**src/logic/atasf_pkg.sv**
```systemverilog
// constants, field layouts and carrier types of the sense and set-features block
// assumes an ahb-lite master, 32-bit data, word-aligned single transfers
// Function
// - temperature sense is F0h, feature 01h
// - other feature code aborts temperature sense
// - code 00h at or below minus twenty
// - codes 01h-FEh mean code/2 minus twenty
// - code FFh above 107 degrees
// - temperature sense runs in standby too
// - set features EFh, undefined code aborts
// - 02h write cache on, 82h off
// - 03h selects transfer mode from count
// - 05h power management on, 85h off
// - 06h/86h standby feature, 07h spin-up
// - 10h/90h serial option on/off
// - 43h sector time, 4Ah extended power
// - 55h look-ahead off, AAh on
// - 66h no reverting, CCh reverting on
// - reset: cache, look-ahead on; revert, release off
// - count: upper five type, low three mode
// - type 0 modes 0/1: default pio
// - type 1: flow pio modes 0-4
// - type 4 mdma 0-2, type 8 udma 0-6
// - reassignment exhausted disables write cache
// - later 02h succeeds but cache stays off
package atasf_pkg;
    // register byte offsets
    localparam logic [7:0] ATASF_OFS_COMMAND   = 8'h00; // wr: [7:0] opcode, [15:8] feature, [23:16] count
    localparam logic [7:0] ATASF_OFS_ERROR     = 8'h04; // command_error_flags
    localparam logic [7:0] ATASF_OFS_STATUS    = 8'h08; // command_status_flags
    localparam logic [7:0] ATASF_OFS_RESULT    = 8'h0c; // result sector count
    localparam logic [7:0] ATASF_OFS_FEATURES  = 8'h10; // feature state bits
    localparam logic [7:0] ATASF_OFS_XFER      = 8'h14; // selected transfer mode
    localparam logic [7:0] ATASF_OFS_SECTIME   = 8'h18; // wr/rd: host sector times
    // command fields
    localparam int ATASF_OPC_LSB = 0;
    localparam int ATASF_FEA_LSB = 8;
    localparam int ATASF_CNT_LSB = 16;
    // opcodes and codes
    localparam logic [7:0] ATASF_OPC_SENSE = 8'hf0;
    localparam logic [7:0] ATASF_OPC_SETF  = 8'hef;
    localparam logic [7:0] ATASF_SENSE_FEA = 8'h01;
    localparam logic [7:0] ATASF_F_WC_ON   = 8'h02;
    localparam logic [7:0] ATASF_F_XFER    = 8'h03;
    localparam logic [7:0] ATASF_F_APM_ON  = 8'h05;
    localparam logic [7:0] ATASF_F_PUIS_ON = 8'h06;
    localparam logic [7:0] ATASF_F_SPINUP  = 8'h07;
    localparam logic [7:0] ATASF_F_SATA_ON = 8'h10;
    localparam logic [7:0] ATASF_F_SECTIME = 8'h43;
    localparam logic [7:0] ATASF_F_EPC     = 8'h4a;
    localparam logic [7:0] ATASF_F_RLA_OFF = 8'h55;
    localparam logic [7:0] ATASF_F_REV_OFF = 8'h66;
    localparam logic [7:0] ATASF_F_WC_OFF  = 8'h82;
    localparam logic [7:0] ATASF_F_APM_OFF = 8'h85;
    localparam logic [7:0] ATASF_F_PUIS_OFF = 8'h86;
    localparam logic [7:0] ATASF_F_SATA_OFF = 8'h90;
    localparam logic [7:0] ATASF_F_RLA_ON  = 8'haa;
    localparam logic [7:0] ATASF_F_REV_ON  = 8'hcc;
    // transfer types and highest modes
    localparam logic [4:0] ATASF_XT_PIO  = 5'h00;
    localparam logic [4:0] ATASF_XT_FPIO = 5'h01;
    localparam logic [4:0] ATASF_XT_MDMA = 5'h04;
    localparam logic [4:0] ATASF_XT_UDMA = 5'h08;
    localparam logic [2:0] ATASF_PIO_MAX  = 3'h1;
    localparam logic [2:0] ATASF_FPIO_MAX = 3'h4;
    localparam logic [2:0] ATASF_MDMA_MAX = 3'h2;
    localparam logic [2:0] ATASF_UDMA_MAX = 3'h6;
    // temperature coding, half-degree steps above the offset
    localparam logic [7:0] ATASF_TEMP_LOW  = 8'h00;
    localparam logic [7:0] ATASF_TEMP_HIGH = 8'hff;
    localparam int         ATASF_TEMP_OFS  = 20;   // code = 2*(t+20)
    localparam int         ATASF_TEMP_MAX  = 107;
    // error and status bit positions
    localparam int ATASF_ERR_ABT = 2;
    localparam int ATASF_ST_BSY  = 7;
    localparam int ATASF_ST_RDY  = 6;
    localparam int ATASF_ST_ERR  = 0;
    // reset values of feature state
    localparam logic ATASF_RST_WC   = 1'b1;
    localparam logic ATASF_RST_RLA  = 1'b1;
    localparam logic ATASF_RST_REV  = 1'b0;
    localparam logic ATASF_RST_REL  = 1'b0;
    localparam logic [7:0] ATASF_RST_XFER = 8'h00;

    // feature state carried out of the block
    typedef struct packed {
        logic       write_cache;
        logic       look_ahead;
        logic       revert_defaults;
        logic       release_irq;
        logic       power_mgmt;
        logic       standby_powerup;
        logic       sata_option;
        logic       epc_select;
        logic [7:0] apm_level;
        logic [7:0] sata_code;
        logic [7:0] xfer_mode;
    } atasf_feat_t;

    // ahb-lite slave inputs
    typedef struct packed {
        logic        hsel;
        logic [31:0] haddr;
        logic [1:0]  htrans;
        logic        hwrite;
        logic [2:0]  hsize;
        logic [31:0] hwdata;
        logic        hready;
    } atasf_ahb_in_t;
endpackage : atasf_pkg

```
**src/logic/atasf_core.sv**
```systemverilog
// sense-condition and set-features command decoder with an ahb-lite register slave
// assumes temperature in signed whole degrees from a sensor on hclk, reassign_full a pin
`timescale 1ns/10ps
module atasf_core (
    input  wire logic                   hclk,
    input  wire logic                   hresetn,
    input  wire atasf_pkg::atasf_ahb_in_t ahb,
    output logic [31:0]                 hrdata,
    output logic                        hreadyout,
    output logic                        hresp,
    input  wire logic signed [9:0]      temp_deg,
    input  wire logic                   reassign_full,
    output atasf_pkg::atasf_feat_t      feat,
    output logic                        spinup_req,
    output logic                        cmd_done
);
    import atasf_pkg::*;

    typedef enum logic [1:0] {IDLE, EXEC, DONE} atasf_state_t;

    typedef struct packed {
        atasf_state_t state;
        logic         ph_wr;
        logic [7:0]   ph_addr;
        logic [7:0]   opc;
        logic [7:0]   fea;
        logic [7:0]   cnt;
        logic [7:0]   err;
        logic [7:0]   stat;
        logic [7:0]   result;
        logic [31:0]  sectime;
        logic [31:0]  rdata;
        logic         full_s1;
        logic         full_s2;
        logic         wc_locked;
        logic         spin;
        logic         done;
        atasf_feat_t  f;
    } atasf_regs_t;

    atasf_regs_t r;
    atasf_regs_t next_r;

    // temperature to sector-count code
    function automatic logic [7:0] temp_code(input logic signed [9:0] t);
        logic signed [11:0] c;
        c = 12'(2 * (int'(t) + ATASF_TEMP_OFS));
        if (int'(t) <= -ATASF_TEMP_OFS)
            temp_code = ATASF_TEMP_LOW;
        else if (int'(t) > ATASF_TEMP_MAX)
            temp_code = ATASF_TEMP_HIGH;
        else if (c > 12'sd254)
            temp_code = 8'hfe;
        else
            temp_code = c[7:0];
    endfunction : temp_code

    // transfer-mode encoding check
    function automatic logic xfer_ok(input logic [7:0] sc);
        logic [4:0] ty;
        logic [2:0] md;
        ty = sc[7:3];
        md = sc[2:0];
        case (ty)
            ATASF_XT_PIO:  xfer_ok = (md <= ATASF_PIO_MAX);
            ATASF_XT_FPIO: xfer_ok = (md <= ATASF_FPIO_MAX);
            ATASF_XT_MDMA: xfer_ok = (md <= ATASF_MDMA_MAX);
            ATASF_XT_UDMA: xfer_ok = (md <= ATASF_UDMA_MAX);
            default:       xfer_ok = 1'b0;
        endcase
    endfunction : xfer_ok

    logic wr_cmd;
    assign wr_cmd = r.ph_wr && (r.ph_addr == ATASF_OFS_COMMAND);

    // next-state logic: bus, command decode, feature state
    always_comb begin
        logic abort;
        abort = 1'b0;
        next_r = r;
        next_r.full_s1 = reassign_full;
        next_r.full_s2 = r.full_s1;
        next_r.spin = 1'b0;
        next_r.done = 1'b0;
        next_r.ph_wr = 1'b0;
        // address phase capture
        if (ahb.hsel && ahb.hready && ahb.htrans[1]) begin
            next_r.ph_wr = ahb.hwrite;
            next_r.ph_addr = ahb.haddr[7:0];
            case (ahb.haddr[7:0])
                ATASF_OFS_ERROR:    next_r.rdata = {24'h0, r.err};
                ATASF_OFS_STATUS:   next_r.rdata = {24'h0, r.stat};
                ATASF_OFS_RESULT:   next_r.rdata = {24'h0, r.result};
                ATASF_OFS_FEATURES: next_r.rdata = {8'h0, r.f.sata_code, r.f.apm_level, r.f.write_cache,
                                        r.f.look_ahead, r.f.revert_defaults, r.f.release_irq,
                                        r.f.power_mgmt, r.f.standby_powerup, r.f.sata_option,
                                        r.f.epc_select};
                ATASF_OFS_XFER:     next_r.rdata = {24'h0, r.f.xfer_mode};
                ATASF_OFS_SECTIME:  next_r.rdata = r.sectime;
                default:            next_r.rdata = 32'h0;
            endcase
        end
        if (r.ph_wr && (r.ph_addr == ATASF_OFS_SECTIME))
            next_r.sectime = ahb.hwdata;
        // reassignment capacity exhausted turns cache off until reset
        if (r.full_s2) begin
            next_r.wc_locked = 1'b1;
            next_r.f.write_cache = 1'b0;
        end
        case (r.state)
            IDLE: begin
                if (wr_cmd) begin
                    next_r.opc = ahb.hwdata[ATASF_OPC_LSB +: 8];
                    next_r.fea = ahb.hwdata[ATASF_FEA_LSB +: 8];
                    next_r.cnt = ahb.hwdata[ATASF_CNT_LSB +: 8];
                    next_r.stat = 8'h0;
                    next_r.stat[ATASF_ST_BSY] = 1'b1;
                    next_r.state = EXEC;
                end
            end
            EXEC: begin
                next_r.err = 8'h0;
                if (r.opc == ATASF_OPC_SENSE) begin
                    if (r.fea == ATASF_SENSE_FEA)
                        next_r.result = temp_code(temp_deg);
                    else
                        abort = 1'b1;
                end else if (r.opc == ATASF_OPC_SETF) begin
                    case (r.fea)
                        ATASF_F_WC_ON:    next_r.f.write_cache = ~(r.wc_locked | r.full_s2);
                        ATASF_F_WC_OFF:   next_r.f.write_cache = 1'b0;
                        ATASF_F_XFER: begin
                            if (xfer_ok(r.cnt))
                                next_r.f.xfer_mode = r.cnt;
                            else
                                abort = 1'b1;
                        end
                        ATASF_F_APM_ON: begin
                            next_r.f.power_mgmt = 1'b1;
                            next_r.f.apm_level = r.cnt;
                        end
                        ATASF_F_APM_OFF:  next_r.f.power_mgmt = 1'b0;
                        ATASF_F_PUIS_ON:  next_r.f.standby_powerup = 1'b1;
                        ATASF_F_PUIS_OFF: next_r.f.standby_powerup = 1'b0;
                        ATASF_F_SPINUP:   next_r.spin = 1'b1;
                        ATASF_F_SATA_ON: begin
                            next_r.f.sata_option = 1'b1;
                            next_r.f.sata_code = r.cnt;
                        end
                        ATASF_F_SATA_OFF: begin
                            next_r.f.sata_option = 1'b0;
                            next_r.f.sata_code = r.cnt;
                        end
                        ATASF_F_SECTIME:  next_r.sectime[7:0] = r.cnt;
                        ATASF_F_EPC:      next_r.f.epc_select = 1'b1;
                        ATASF_F_RLA_OFF:  next_r.f.look_ahead = 1'b0;
                        ATASF_F_RLA_ON:   next_r.f.look_ahead = 1'b1;
                        ATASF_F_REV_OFF:  next_r.f.revert_defaults = 1'b0;
                        ATASF_F_REV_ON:   next_r.f.revert_defaults = 1'b1;
                        default:          abort = 1'b1;
                    endcase
                end else begin
                    abort = 1'b1;
                end
                next_r.err[ATASF_ERR_ABT] = abort;
                next_r.stat = 8'h0;
                next_r.stat[ATASF_ST_RDY] = 1'b1;
                next_r.stat[ATASF_ST_ERR] = abort;
                next_r.done = 1'b1;
                next_r.state = DONE;
            end
            DONE:    next_r.state = IDLE;
            default: next_r.state = IDLE;
        endcase
        // late lock in the same cycle still wins over an enable
        if (r.full_s2)
            next_r.f.write_cache = 1'b0;
    end

    // state register with power-on defaults
    always_ff @(posedge hclk or negedge hresetn) begin
        if (!hresetn) begin
            r <= '0;
            r.state <= IDLE;
            r.stat <= 8'h40;
            r.f.write_cache <= ATASF_RST_WC;
            r.f.look_ahead <= ATASF_RST_RLA;
            r.f.revert_defaults <= ATASF_RST_REV;
            r.f.release_irq <= ATASF_RST_REL;
            r.f.xfer_mode <= ATASF_RST_XFER;
        end else begin
            r <= next_r;
        end
    end

    // outputs
    assign hrdata     = r.rdata;
    assign hreadyout  = 1'b1;
    assign hresp      = 1'b0;
    assign feat       = r.f;
    assign spinup_req = r.spin;
    assign cmd_done   = r.done;
endmodule : atasf_core

```
**config.mk**
```make
export PLATFORM = sky130hd
export DESIGN_NAME = atasf_core
export DESIGN_NICKNAME = d
export VERILOG_FILES = /design/src/logic/atasf_pkg.sv /design/src/logic/atasf_core.sv
export SDC_FILE = /design/constraint.sdc
export NUM_CORES = 1
export LEC_CHECK = 0
export BUFFER_PORTS_ARGS = -buffer_cell sky130_fd_sc_hd__buf_2
export CORE_MARGIN = 4
export CORE_UTILIZATION = 37
export CTS_CLUSTER_DIAMETER = 40
export CTS_CLUSTER_SIZE = 24
export DETAILED_ROUTE_END_ITERATION = 7
export GPL_TIMING_DRIVEN = 0
export PLACE_DENSITY = 0.55
export SYNTH_ARGS = -nofsm -noshare
export SYNTH_HDL_FRONTEND = slang
export SYNTH_SLANG_ARGS = --single-unit
```
**constraint.sdc**
```tcl
create_clock -name hclk -period 2.9 [get_ports hclk]
set_clock_uncertainty 0.1 [all_clocks]
set_input_delay 0.29 -clock hclk [delete_from_list [all_inputs] [get_ports hclk]]
set_output_delay 0.29 -clock hclk [all_outputs]
set_load 0.01 [all_outputs]
```
=== After elaboration in Yosys (flattened, before gate mapping) ===
Cells that the tools add are included.

* Register bits after elaboration: 152
* Input bits: 85
* Output and inout port bits: 68
* Logic and storage cells: 134

* $add $sub $neg: 1
* Magnitude comparators: 7
* Equal/unequal tests: 31
* Mux-type cells: 38
* Bitwise operators: 3
* Reduce and logical (&&, ||, !) cells: 27

{| class="wikitable"
|+ Operators with widths
! kind !! number
|-
| $pmux W32 S6 || 1
|-
| $mux W8 || 9
|-
| $eq A8 B8 Y1 const B || 8
|-
| $eq A8 B5 Y1 const B || 5
|-
| $eq A8 B3 Y1 const B || 4
|-
| $eq A8 B7 Y1 const B || 4
|-
| $reduce_and A4 Y1 || 8
|-
| $eq A8 B2 Y1 const B || 2
|-
| $eq A8 B4 Y1 const B || 2
|-
| $pmux W8 S2 || 1
|-
| $reduce_or A15 Y1 || 1
|-
| $pmux W1 S2 || 7
|-
| $mux W1 || 13
|-
| $gt A12 B9 Y1 const B || 1
|-
| $reduce_bool A2 Y1 || 6
|-
| $add A10 B6 Y11 const B || 1
|-
| $gt A10 B8 Y1 const B || 1
|-
| $le A10 B6 Y1 const B || 1
|-
| $mux W9 || 1
|-
| $eq A8 B1 Y1 const B || 1
|-
| $logic_not A8 Y1 || 1
|-
| $le A3 B3 Y1 const B || 2
|-
| $mux W3 || 2
|-
| $eq A5 B1 Y1 const B || 1
|-
| 19 further kinds || 24
|}

=== Longest topological paths before layout ===
Gate-level depths: netlist (run 1).

* Word-level depth: 11
* Depth in mapped cells: 9
* Depth with buffers taken out: 7

=== Worst setup path after synthesis (run 1) ===
Ideal clock, no wire load.

* Path kind: register to register
* From: register r[136] (netlist bit)
* To: register r, in the netlist feat[10]
* Library setup time: 0.125 ns
* Data arrival time: 1.930 ns
* Required time: 2.675 ns
* Slack: 0.746 ns
* Cell stages (with the launch flop): 6
* Buffers on the path: 1
* Period minus slack after synthesis: 2.154 ns
* Cells stage by stage: dfrtp_1 > clkbuf_1 > or2_2 > or2_4 > nor4_4 > mux2_2

* Longest elaborated chain between the ends: 3
* Elaborated cells between the ends (all ways): 4
* Those cells by class: eq/ne: 2; reduce/logical: 2

{| class="wikitable"
|+ RTL lines
! element !! RTL line !! text
|-
| from (decl) || atasf_core.sv:41 || <nowiki>atasf_regs_t r;</nowiki>
|-
| from (signal assigned) || atasf_core.sv:192 || <nowiki>r <= next_r;</nowiki>
|-
| $eq A8 B8 Y1 or $eq A8 B5 Y1 (tied branches) || atasf_core.sv:129 || <nowiki>case (r.fea)</nowiki>
|-
| $reduce_or A2 Y1 (no source line) (*) || -- ||
|-
| $reduce_and A4 Y1 (no source line) (*) || -- ||
|}

Mark *: on every way between the ends. The rest lies on a longest branch, timed or not.
A chain may end at the register's enable or synchronous reset.

=== Final worst setup path (run 1) ===
* From: register r[156] (netlist bit)
* To: register r[86] (netlist bit)

* Longest elaborated chain between the ends: 2

{| class="wikitable"
|+ RTL lines
! element !! RTL line !! text
|-
| $eq A8 B5 Y1 || atasf_core.sv:103 || <nowiki>if (r.ph_wr && (r.ph_addr == ATASF_OFS_SECTIME))</nowiki>
|-
| $logic_and A1 B1 Y1 || atasf_core.sv:103 ||
|}

No other way between the ends.

==> results.ini, run 1 <==
[status]
outcome=finished clean

[critical_path]
ff2ff_path_depth=6
crit_family=simple AND/OR/NAND/NOR gates
start_kind=flip-flop
crit_arrival_ns=2.79
timing.rr.end=r[86]$_DFFE_PN0P_
path_cells=or4b_1, nor4_1, and3_1, buf_2, buf_2, mux2_2
worst_path_max_delay_cell=or4b_1
r2r_start=r[156]$_DFFE_PN0P_
rrSetupSlack_ns=0.31
critPathMaxStageDelay_ns=0.54
end_kind=flip-flop
cpMostUsedCell=buf_2
required_ns=3.10
crit_fanout=10
crit_buf_inv=2
crit_type=reg -> reg

[sta]
setup_violations=0
slew_headroom=0.4846
timing.final.crit_share=0.8928
max_freq_mhz=386.2
hold_viol=0
grt_setup_unrepaired=no
slew_viol_final=0
worst_pin_slew_ns=0.7717
period_needed_ns=2.589

[min_path]
hold_end=r[97]$_DFFE_PN0P_
worstHoldPathType=in -> reg
hold_path_depth=2
hold_start=ahb[29]

[clocking]
cts_buffers=17
htree_levels=4
cts_tree=done
cts_resized=0
clk_latency_ns=0.42
clockBufferDepth=2
cts.sinks=147
clkTransAtPathRegs_ns=0.06
root_buffer=clkbuf_16

[layout]
drive_above_1_share=0.4139
syn_to_final_growth_pct=23.08
nets=864
fin_util=0.4667
diodes=0
fin_cells=1050

[die]
io-pin-count=153
fp.dieW_um=146.9
core_area_mm2=0.01883
die_h_um=146.9
fp-row-count=50
fp.dieArea_mm2=0.02159
start_util=0.3792

[synth]
syn_avg_cell_area_um2=11.32
yosysMostFrequentCell=dfrtp_1
synth_common_cells=dfrtp_1 (144), mux2_2 (81), buf_4 (70), nand2_1 (58), o21ai_0 (34)
yosysTopAreaCell=dfrtp_1
synth_edf_count=0
synth-seq-area-share=0.5157
synth_warnings=0
synth.top_cell.area_share=0.5046
synth_area_mm2=0.007141
async_flop_share=1.000
ys_types=62
synth_ff_type=dfrtp_1
synth_area_leaders=dfrtp_1 (50%), mux2_2 (13%), buf_4 (7.4%)
synth.ff_latch_count=147
netlist_instances=631

[global_routing]
antenna_found_initial=0
grt_pass1_wl_um=29990
grt_max_degree=82
grt-ovfl-total=0
grt_usage=0.1775
first_global_vias=5416

[placed_design]
globalplace.congestion=0.8826
hpwl_um=14110
dpl.cell_count=1011
io_buffers=118

[power]
power_density_mw_per_mm2=555.2
p_leak_nw=4.199
max-vdd-ir-drop_mv=0.3970

[route]
vias=5270
viasPerCell=5.019
drc_errors=0
drt-total-wl_um=18810
drtIter0Drc=337
detail_route.wl_per_cell_um=17.92
drtAntennaViolNets=0
dr.pass1.iters=5

[flow_run]
max-cap-violations=0

-- state kept, by name (all words and copies together), names as in the netlist --
name        flops
feat           31
hrdata         32
spinup_req      1
next_r          1
r              81
cmd_done        1
-- placed cells by master, fill, tap and decap left out, types with 17 or more instances in the layout --
cell type  netlist  layout
nand2_1         58      58
nor2_1          21      21
a22oi_1         24      24
buf_2            6     123
clkbuf_1        23      25
mux2_2          81      81
dfrtp_1        144     144
buf_4           70      70
clkbuf_16        0      17
o21ai_0         34      34
-- worst max-delay path by stage --
stage	from	to	slack, ns	depth (start not counted)
floorplan	r[136]$_DFFE_PN0P_	feat[10]$_DFFE_PN0P_	0.75	5
global placement	hresetn	spinup_req$_DFF_PN0_	-0.66	1
detailed placement	ahb[45]	hrdata[3]$_DFFE_PN0P_	0.35	7
CTS	r[138]$_DFFE_PN0P_	feat[3]$_DFFE_PN0P_	0.34	5
global route	r[138]$_DFFE_PN0P_	feat[3]$_DFFE_PN0P_	0.16	5
finish	r[156]$_DFFE_PN0P_	r[86]$_DFFE_PN0P_	0.31	6
-- cells by family after synthesis --
family	count (synthesis)	synth area share
AOI/OAI and AO/OA	113	0.1092
adders and majority gates	2	0.003504
muxes	92	0.1432
and+or+nand+nor	158	0.1242
buffers and inverters	113	0.09830
xor gates and xnor gates	4	0.004907
other	2	0.001052
DFF	147	0.5157
-- per-layer routing --
| metal | vias up | routed length (µm) | part of all wire | GRT usage |
|---|---|---|---|---|
| met3 | 15 | 896 | 0.048 | 0.04226 |
| met1 | 2619 | 8925 | 0.47 | 0.2445 |
| li1 | 2489 | - | - | - |
| met4 | 0 | 240 | 0.013 | 0.05499 |
| met5 | - | 0 | 0 | 0 |
| met2 | 147 | 8751 | 0.47 | 0.2791 |
-- report_power, final --
part	switching (W)	internal, W	total [W]	leakage [nW]
Clock	0.000826	0.00147	0.00229	0.298
Sequential	0.0000792	0.00214	0.00222	1.90
Combinational	0.000210	0.000157	0.000367	2.00
Total	0.00112	0.00376	0.00488	4.20
-- final cells by class --
class	count	area, µm²
buffer	100	653.1
clock buffer	24	501.7
inverter	13	48.80
timing repair buffer	126	694.4
fill	1758	10040
tap	260	325.3
multi-input combinational	372	2760
sequential	147	3682
clock inverter	8	122.6
-- stage by stage --
step	setup slack, ns	total power, W	setup TNS [ns]	cell area (µm²)	hold WS (ns)
global route	0.1562	0.005070	0	8788	0.005880
floorplan	0.7457	0.002436	0	7144	-0.1056
finish	0.3108	0.004879	0	8788	0.01759
global placement	-0.6603	0.002598	-92.99	8060	0.2336
CTS	0.3437	0.004921	0	8788	0.002730
detailed placement	0.3526	0.002619	0	8094	0.2484
-- what timing repair did --
action | in CTS | in global routing
setup buffers | 0 | 0
hold buffers | 7 | 0
hold endpoints to repair | 85 | 0
(Power assumes the default switching activity.)
==> run 2, diff against run 1 <==
--- a/config.mk
+++ b/config.mk
@@ -5,6 +5,7 @@
 export SDC_FILE = /design/constraint.sdc
 export NUM_CORES = 1
 export LEC_CHECK = 0
+export ABC_AREA = 1
 export BUFFER_PORTS_ARGS = -buffer_cell sky130_fd_sc_hd__buf_2
 export CORE_MARGIN = 4
 export CORE_UTILIZATION = 37
==> results.ini, run 2 <==
[sta]
worst_pin_slew_ns=0.6923  ; was 0.7717 ns
setup_violations=0  ; unchanged
timing.final.crit_share=0.7344  ; was 0.8928
hold_viol=0  ; unchanged
slew_headroom=0.5384  ; was 0.4846
period_needed_ns=2.130  ; was 2.589 ns
grt_setup_unrepaired=no  ; unchanged
max_freq_mhz=469.6  ; was 386.2 MHz
slew_viol_final=0  ; unchanged
holdWs_ns=0.01801  ; was 0.01759 ns

[placed_design]
globalplace.congestion=0.8263  ; was 0.8826
dpl.cell_count=1287  ; was 1011
io_buffers=121  ; was 118
dpl_cell_area_mm2=0.008332  ; was 0.008094 mm²
hpwl_um=14950  ; was 14110 µm

[global_routing]
grt_pass1_wl_um=31180  ; was 29990 µm
grt_max_degree=77  ; was 82
grt-ovfl-total=0  ; unchanged
first_global_vias=5646  ; was 5416
antenna_found_initial=0  ; unchanged
grt_usage=0.1813  ; was 0.1775

[route]
drt-total-wl_um=19860  ; was 18810 µm
vias=5991  ; was 5270
detail_route.wl_per_cell_um=15.02  ; was 17.92 µm
dr.pass1.iters=5  ; unchanged
viasPerCell=4.532  ; was 5.019
drc_errors=0  ; unchanged
drtIter0Drc=368  ; was 337
drtAntennaViolNets=0  ; unchanged

[synth]
yosysMostFrequentCell=nand2_1  ; was dfrtp_1
netlist_instances=899  ; was 631
synth_warnings=0  ; unchanged
yosysTopAreaCell=dfrtp_1  ; unchanged
synth-seq-area-share=0.5005  ; was 0.5157
synth_common_cells=nand2_1 (297), dfrtp_1 (144), inv_1 (87), o21ai_0 (79), buf_4 (66)  ; was dfrtp_1 (144), mux2_2 (81), buf_4 (70), nand2_1 (58), o21ai_0 (34)
synth_area_mm2=0.007357  ; was 0.007141 mm²
synth_edf_count=0  ; unchanged
synth.top_cell.area_share=0.4898  ; was 0.5046
ys_types=39  ; was 62
syn_avg_cell_area_um2=8.184  ; was 11.32 µm²
synth_area_leaders=dfrtp_1 (49%), nand2_1 (15%), buf_4 (6.7%)  ; was dfrtp_1 (50%), mux2_2 (13%), buf_4 (7.4%)
synth.ff_latch_count=147  ; unchanged
synth_ff_type=dfrtp_1  ; unchanged
async_flop_share=1.000  ; unchanged

[die]
core_area_mm2=0.01953  ; was 0.01883 mm²
fp-row-count=51  ; was 50
fp.dieW_um=149.0  ; was 146.9 µm
start_util=0.3768  ; was 0.3792
io-pin-count=153  ; unchanged
die_h_um=149.0  ; was 146.9 µm
fp.dieArea_mm2=0.02220  ; was 0.02159 mm²

[power]
p_sw_w=0.001427  ; was 0.001115 W
p_seq_frac=0.450  ; was 0.455
power_density_mw_per_mm2=590.0  ; was 555.2 mW/mm²
comb_power_share=0.122  ; was 0.075
switching_share=0.2693  ; was 0.2286
max-vdd-ir-drop_mv=0.4461  ; was 0.3970 mV
p_leak_nw=5.039  ; was 4.199 nW
clkPwrFrac=0.428  ; was 0.470
p_int_w=0.003873  ; was 0.003764 W

[layout]
nFillCells=2047  ; was 1758
nets=1132  ; was 864
fin_cells=1322  ; was 1050
mostFrequentLayoutCell=nand2_1  ; was dfrtp_1
diodes=0  ; unchanged
top_register=r  ; unchanged
finish.instance_area_mm2=0.008984  ; was 0.008788 mm²
seqCellArea_mm2=0.003682  ; unchanged
largest_reg_flops=81  ; unchanged
multiInputGateArea_mm2=0.002686  ; was 0.002760 mm²
syn_to_final_growth_pct=22.11  ; was 23.08%
drive_above_1_share=0.2517  ; was 0.4139
fin_util=0.4601  ; was 0.4667
layout_common_cells=nand2_1 (297), dfrtp_1 (144), buf_2 (125), inv_1 (87), o21ai_0 (79)  ; was dfrtp_1 (144), buf_2 (123), mux2_2 (81), buf_4 (70), nand2_1 (58)

[critical_path]
worst_path_max_delay_cell=nand3_1  ; was or4b_1
required_ns=3.07  ; was 3.10 ns
crit_arrival_ns=2.30  ; was 2.79 ns
crit_family=simple AND/OR/NAND/NOR gates  ; unchanged
crit_type=reg -> reg  ; unchanged
crit_fanout=10  ; unchanged
end_kind=flip-flop  ; unchanged
start_kind=flip-flop  ; unchanged
path_cells=nor2_1, nand3b_1, nor3_1, nand3_1, clkbuf_1, nand2_1, o21ai_0  ; was or4b_1, nor4_1, and3_1, buf_2, buf_2, mux2_2
critPathMaxStageDelay_ns=0.42  ; was 0.54 ns
crit_buf_inv=1  ; was 2

[flow_run]
max-cap-violations=0  ; unchanged

[clocking]
clockBufferDepth=2  ; unchanged
cts.sinks=147  ; unchanged
clkTransAtPathRegs_ns=0.06  ; about the same
root_buffer=clkbuf_16  ; unchanged
cts_resized=0  ; unchanged
clk_latency_ns=0.42  ; about the same
cts_buffers=17  ; unchanged
htree_levels=4  ; unchanged
cts_tree=done  ; unchanged

[status]
outcome=finished clean  ; unchanged

[min_path]
worstHoldPathType=in -> reg  ; unchanged

## run 2: cell types whose count changed after synthesis, moves of 9 or more
cell	previous run	this run
nand2_1	58	297
mux2_2	81	0
inv_1	12	87
o21ai_0	34	79
nor2_1	21	57
a22oi_1	24	0
a22o_1	1	16
mux2i_1	11	0
o21ai_1	4	15
nor2b_1	9	0
## run 2: cell families after synthesis
family,Yosys count,synth area share
compound gates,151,0.1211
xor+xnor,2,0.002381
fa+ha+maj,2,0.003401
buf+inv,186,0.1349
flops,147,0.5005
other cells,2,0.001021
simple gates,409,0.2367
## run 2: worst paths after layout
check	startpoint	to	slack [ns]	cells after the start
worst max-delay path	r[152]$_DFFE_PN0P_	r[147]$_DFFE_PN0P_	0.77	7
worst min-delay path	ahb[4]	r[144]$_DFFE_PN0P_	0.02	3
worst max register to register	r[152]$_DFFE_PN0P_	r[147]$_DFFE_PN0P_	0.77	7
worst min register to register	next_r[35]$_DFF_PN0_	r[35]$_DFF_PN0_	0.25	0
max in group asynchronous	hresetn	feat[30]$_DFFE_PN1P_	1.50	3
min in group asynchronous	hresetn	hrdata[25]$_DFFE_PN0P_	0.35	2
## run 2: timing repair
item	in CTS	in global routing
endpoints found under the hold margin	74	0
buffers inserted	0	0
hold buffers	4	0
## run 2: final cells by class
cell class	instances	area share
Buffer	93	0.07159
Clock buffer	22	0.05390
Clock inverter	9	0.01421
Inverter	93	0.03886
Multi-Input combinational cell	567	0.2990
Sequential cell	147	0.4099
Tap cell	265	0.03691
Timing Repair Buffer	126	0.07563
## run 2: worst register-to-register path, cell delays in order, from the launching register on
cell and delay [ns]:
dfrtp_1 0.39, nor2_1 0.10, nand3b_1 0.08, nor3_1 0.32, nand3_1 0.42, clkbuf_1 0.37, nand2_1 0.11, o21ai_0 0.09
## run 2: metal layers
metal	part of all wire	track usage	vias to the layer above
met5	0	0	-
met1	0.50	0.2727	2772
met4	0.0090	0.04668	0
met3	0.048	0.03586	18
met2	0.44	0.2682	124
li1	-	-	3077
## run 2: per-stage QoR
stage / setup TNS, ns / setup slack [ns] / power, W
3_5_place_dp: 0 / 0.8120 / 0.003065
6_report: 0 / 0.7703 / 0.005300
2_1_floorplan: 0 / 1.311 / 0.002780
4_1_cts: 0 / 0.7660 / 0.005353
3_3_place_gp: -120.43 / -0.8523 / 0.003048
5_1_grt: 0 / 0.6463 / 0.005562
## run 2: power groups by stage
stage                     registers (W)  clock network [W]  logic [W]
after CTS                       0.00238            0.00231   0.000660
final                           0.00239            0.00227   0.000647
after global placement          0.00241                  0   0.000634
after detailed placement        0.00242                  0   0.000649
after global routing            0.00241            0.00242   0.000739
after floorplan                 0.00237                  0   0.000411
==> run 3, diff against run 2 <==
--- a/config.mk
+++ b/config.mk
@@ -5,7 +5,7 @@
 export SDC_FILE = /design/constraint.sdc
 export NUM_CORES = 1
 export LEC_CHECK = 0
-export ABC_AREA = 1
+export ABC_AREA = 0
 export BUFFER_PORTS_ARGS = -buffer_cell sky130_fd_sc_hd__buf_2
 export CORE_MARGIN = 4
 export CORE_UTILIZATION = 37
==> constraint.sdc (replaced) <==
create_clock -name hclk -period 2.1 [get_ports hclk]
set_clock_uncertainty 0.1 [all_clocks]
set_input_delay 0.21 -clock hclk [delete_from_list [all_inputs] [get_ports hclk]]
set_output_delay 0.21 -clock hclk [all_outputs]
set_load 0.01 [all_outputs]
==> results.ini, run 3 (synthesis gave the netlist of run 1 again) <==
[route]
drc_errors=0  ; unchanged
vias=5575  ; was 5991
viasPerCell=5.023  ; was 4.532
drtAntennaViolNets=0  ; unchanged
detail_route.wl_per_cell_um=18.02  ; was 15.02 µm
dr.pass1.iters=7  ; was 5
drt-total-wl_um=20000  ; was 19860 µm
drtIter0Drc=350  ; was 368

[placed_design]
dpl.cell_count=1011  ; was 1287
globalplace.congestion=0.8018  ; was 0.8263
hpwl_um=13760  ; was 14950 µm
io_buffers=118  ; was 121

[power]
p_seq_frac=0.470  ; was 0.450
clkPwrFrac=0.442  ; was 0.428
p_sw_w=0.001638  ; was 0.001427 W
comb_power_share=0.088  ; was 0.122
p_int_w=0.004973  ; was 0.003873 W
p_leak_nw=4.572  ; was 5.039 nW
power_density_mw_per_mm2=683.2  ; was 590.0 mW/mm²
switching_share=0.2478  ; was 0.2693
max-vdd-ir-drop_mv=0.5762  ; was 0.4461 mV

[global_routing]
antenna_found_initial=0  ; unchanged
grt_max_degree=102  ; was 77
grt_usage=0.1860  ; was 0.1813
grt-ovfl-total=0  ; unchanged
grt_pass1_wl_um=31990  ; was 31180 µm
first_global_vias=5800  ; was 5646

[die]
fp.dieW_um=146.9  ; was 149.0 µm
die_h_um=146.9  ; was 149.0 µm
fp-row-count=50  ; was 51
start_util=0.3792  ; was 0.3768
io-pin-count=153  ; unchanged
fp.dieArea_mm2=0.02159  ; was 0.02220 mm²
core_area_mm2=0.01883  ; was 0.01953 mm²

[layout]
fin_cells=1110  ; was 1322
nFillCells=1722  ; was 2047
mostFrequentLayoutCell=dfrtp_1  ; was nand2_1
top_register=r  ; unchanged
largest_reg_flops=81  ; unchanged
drive_above_1_share=0.4529  ; was 0.2517
layout_common_cells=dfrtp_1 (141), buf_2 (119), buf_4 (94), nand2_1 (56), mux2_2 (52)  ; was nand2_1 (297), dfrtp_1 (144), buf_2 (125), inv_1 (87), o21ai_0 (79)
fin_util=0.5140  ; was 0.4601
nets=924  ; was 1132
syn_to_final_growth_pct=35.54  ; was 22.11%
diodes=0  ; unchanged

[clocking]
cts.sinks=147  ; unchanged
clockBufferDepth=2  ; unchanged
cts_tree=done  ; unchanged
clk_latency_ns=0.42  ; about the same
cts_buffers=17  ; unchanged
htree_levels=4  ; unchanged
root_buffer=clkbuf_16  ; unchanged
clkTransAtPathRegs_ns=0.06  ; about the same

[critical_path]
r2r_start=r[154]$_DFFE_PN0P_  ; was r[152]$_DFFE_PN0P_
end_kind=flip-flop  ; unchanged
timing.rr.end=r[83]$_DFFE_PN0P_  ; was r[147]$_DFFE_PN0P_
crit_fanout=10  ; unchanged
required_ns=2.31  ; was 3.07 ns
start_kind=flip-flop  ; unchanged
crit_arrival_ns=2.39  ; was 2.30 ns
crit_type=reg -> reg  ; unchanged
ff2ff_path_depth=5  ; was 7
rrSetupSlack_ns=-0.08  ; was 0.77 ns

[min_path]
hold_start=temp_deg[0]  ; was ahb[4]
worstHoldPathType=in -> reg  ; unchanged
hold_path_depth=2  ; was 3
hold_end=r[102]$_DFFE_PN0P_  ; was r[144]$_DFFE_PN0P_

[sta]
slew_headroom=0.5545  ; was 0.5384
slew_viol_final=0  ; unchanged
timing.final.crit_share=1.040  ; was 0.7344
fin_ws_ns=-0.08380  ; was 0.7703 ns
hold_viol=0  ; unchanged
worst_pin_slew_ns=0.6628  ; was 0.6923 ns
grt_setup_unrepaired=yes  ; was no
period_needed_ns=2.184  ; was 2.130 ns
setup_violations=44  ; was 0
max_freq_mhz=457.9  ; was 469.6 MHz

[flow_run]
max-cap-violations=0  ; unchanged

[status]
violations=setup timing
outcome=finished with violations  ; was finished clean

run 3: worst max-delay path, cell delays in order (launching register included):
cell	delay [ns]
dfrtp_1	0.37
or4b_4	0.55
nor4_4	0.20
and3_4	0.34
buf_12	0.17
mux2_2	0.33
run 3: how the worst max path moves through the flow:
stage / startpoint / to / slack (ns) / depth (start not counted)
2_1_floorplan: r[154]$_DFFE_PN0P_ / r[79]$_DFFE_PN0P_ / 0.007 / 6
3_3_place_gp: hresetn / next_r[35]$_DFF_PN0_ / -1.34 / 1
3_5_place_dp: ahb[45] / hrdata[3]$_DFFE_PN0P_ / -0.44 / 7
4_1_cts: r[154]$_DFFE_PN0P_ / r[83]$_DFFE_PN0P_ / -0.16 / 6
5_1_grt: r[154]$_DFFE_PN0P_ / r[83]$_DFFE_PN0P_ / -0.14 / 5
6_report: r[154]$_DFFE_PN0P_ / r[83]$_DFFE_PN0P_ / -0.08 / 5
run 3: what timing repair did:
action | in CTS | in global routing
cloned | 1 | 1
hold endpoints to repair | 101 | 0
pin swaps | 10 | 21
endpoints found under the setup margin | 82 | 105
resized for setup | 64 | 31
hold buffers | 40 | 0
buffers inserted | 20 | 13
run 3: power groups by stage:
stage	registers [W]	clock network [W]	logic, W
3_5_place_dp	0.00311	0	0.000501
6_report	0.00311	0.00292	0.000581
2_1_floorplan	0.00307	0	0.000296
3_3_place_gp	0.00311	0	0.000479
5_1_grt	0.00312	0.00309	0.000644
4_1_cts	0.00309	0.00297	0.000561
run 3: cell type report:
| type | instances | area [µm²] | share of cell area |
|---|---|---|---|
| Multi-Input combinational cell | 372 | 2977 | 0.3076 |
| Timing Repair Buffer | 193 | 1355 | 0.1400 |
| Clock buffer | 21 | 470.5 | 0.04861 |
| Inverter | 13 | 51.30 | 0.005301 |
| Clock inverter | 11 | 102.6 | 0.01060 |
| Buffer | 93 | 710.7 | 0.07343 |
| Sequential cell | 147 | 3686 | 0.3809 |
| Tap cell | 260 | 325.3 | 0.03361 |
run 3: metal layers:
| layer | global-route usage | vias to the layer above | routed length, µm |
|---|---|---|---|
| met5 | 0 | - | 0 |
| met1 | 0.2583 | 2755 | 9123 |
| met2 | 0.3017 | 179 | 9565 |
| met3 | 0.02961 | 27 | 1004 |
| met4 | 0.05685 | 0 | 306 |
| li1 | - | 2614 | - |
run 3: metrics by stage:
stage               total power [W]  instance area (µm²)  hold WS, ns  TNS [ns]  worst slack [ns]
floorplan                  0.003366                 7158      -0.1856         0          0.007293
global placement           0.003590                 8074       0.2197   -218.94            -1.343
detailed placement         0.003616                 8108      0.07445    -28.71           -0.4390
CTS                        0.006620                 9489     0.001014    -5.235           -0.1625
global route               0.006858                 9678      0.03731    -5.936           -0.1419
finish                     0.006612                 9678      0.02384    -1.917          -0.08380
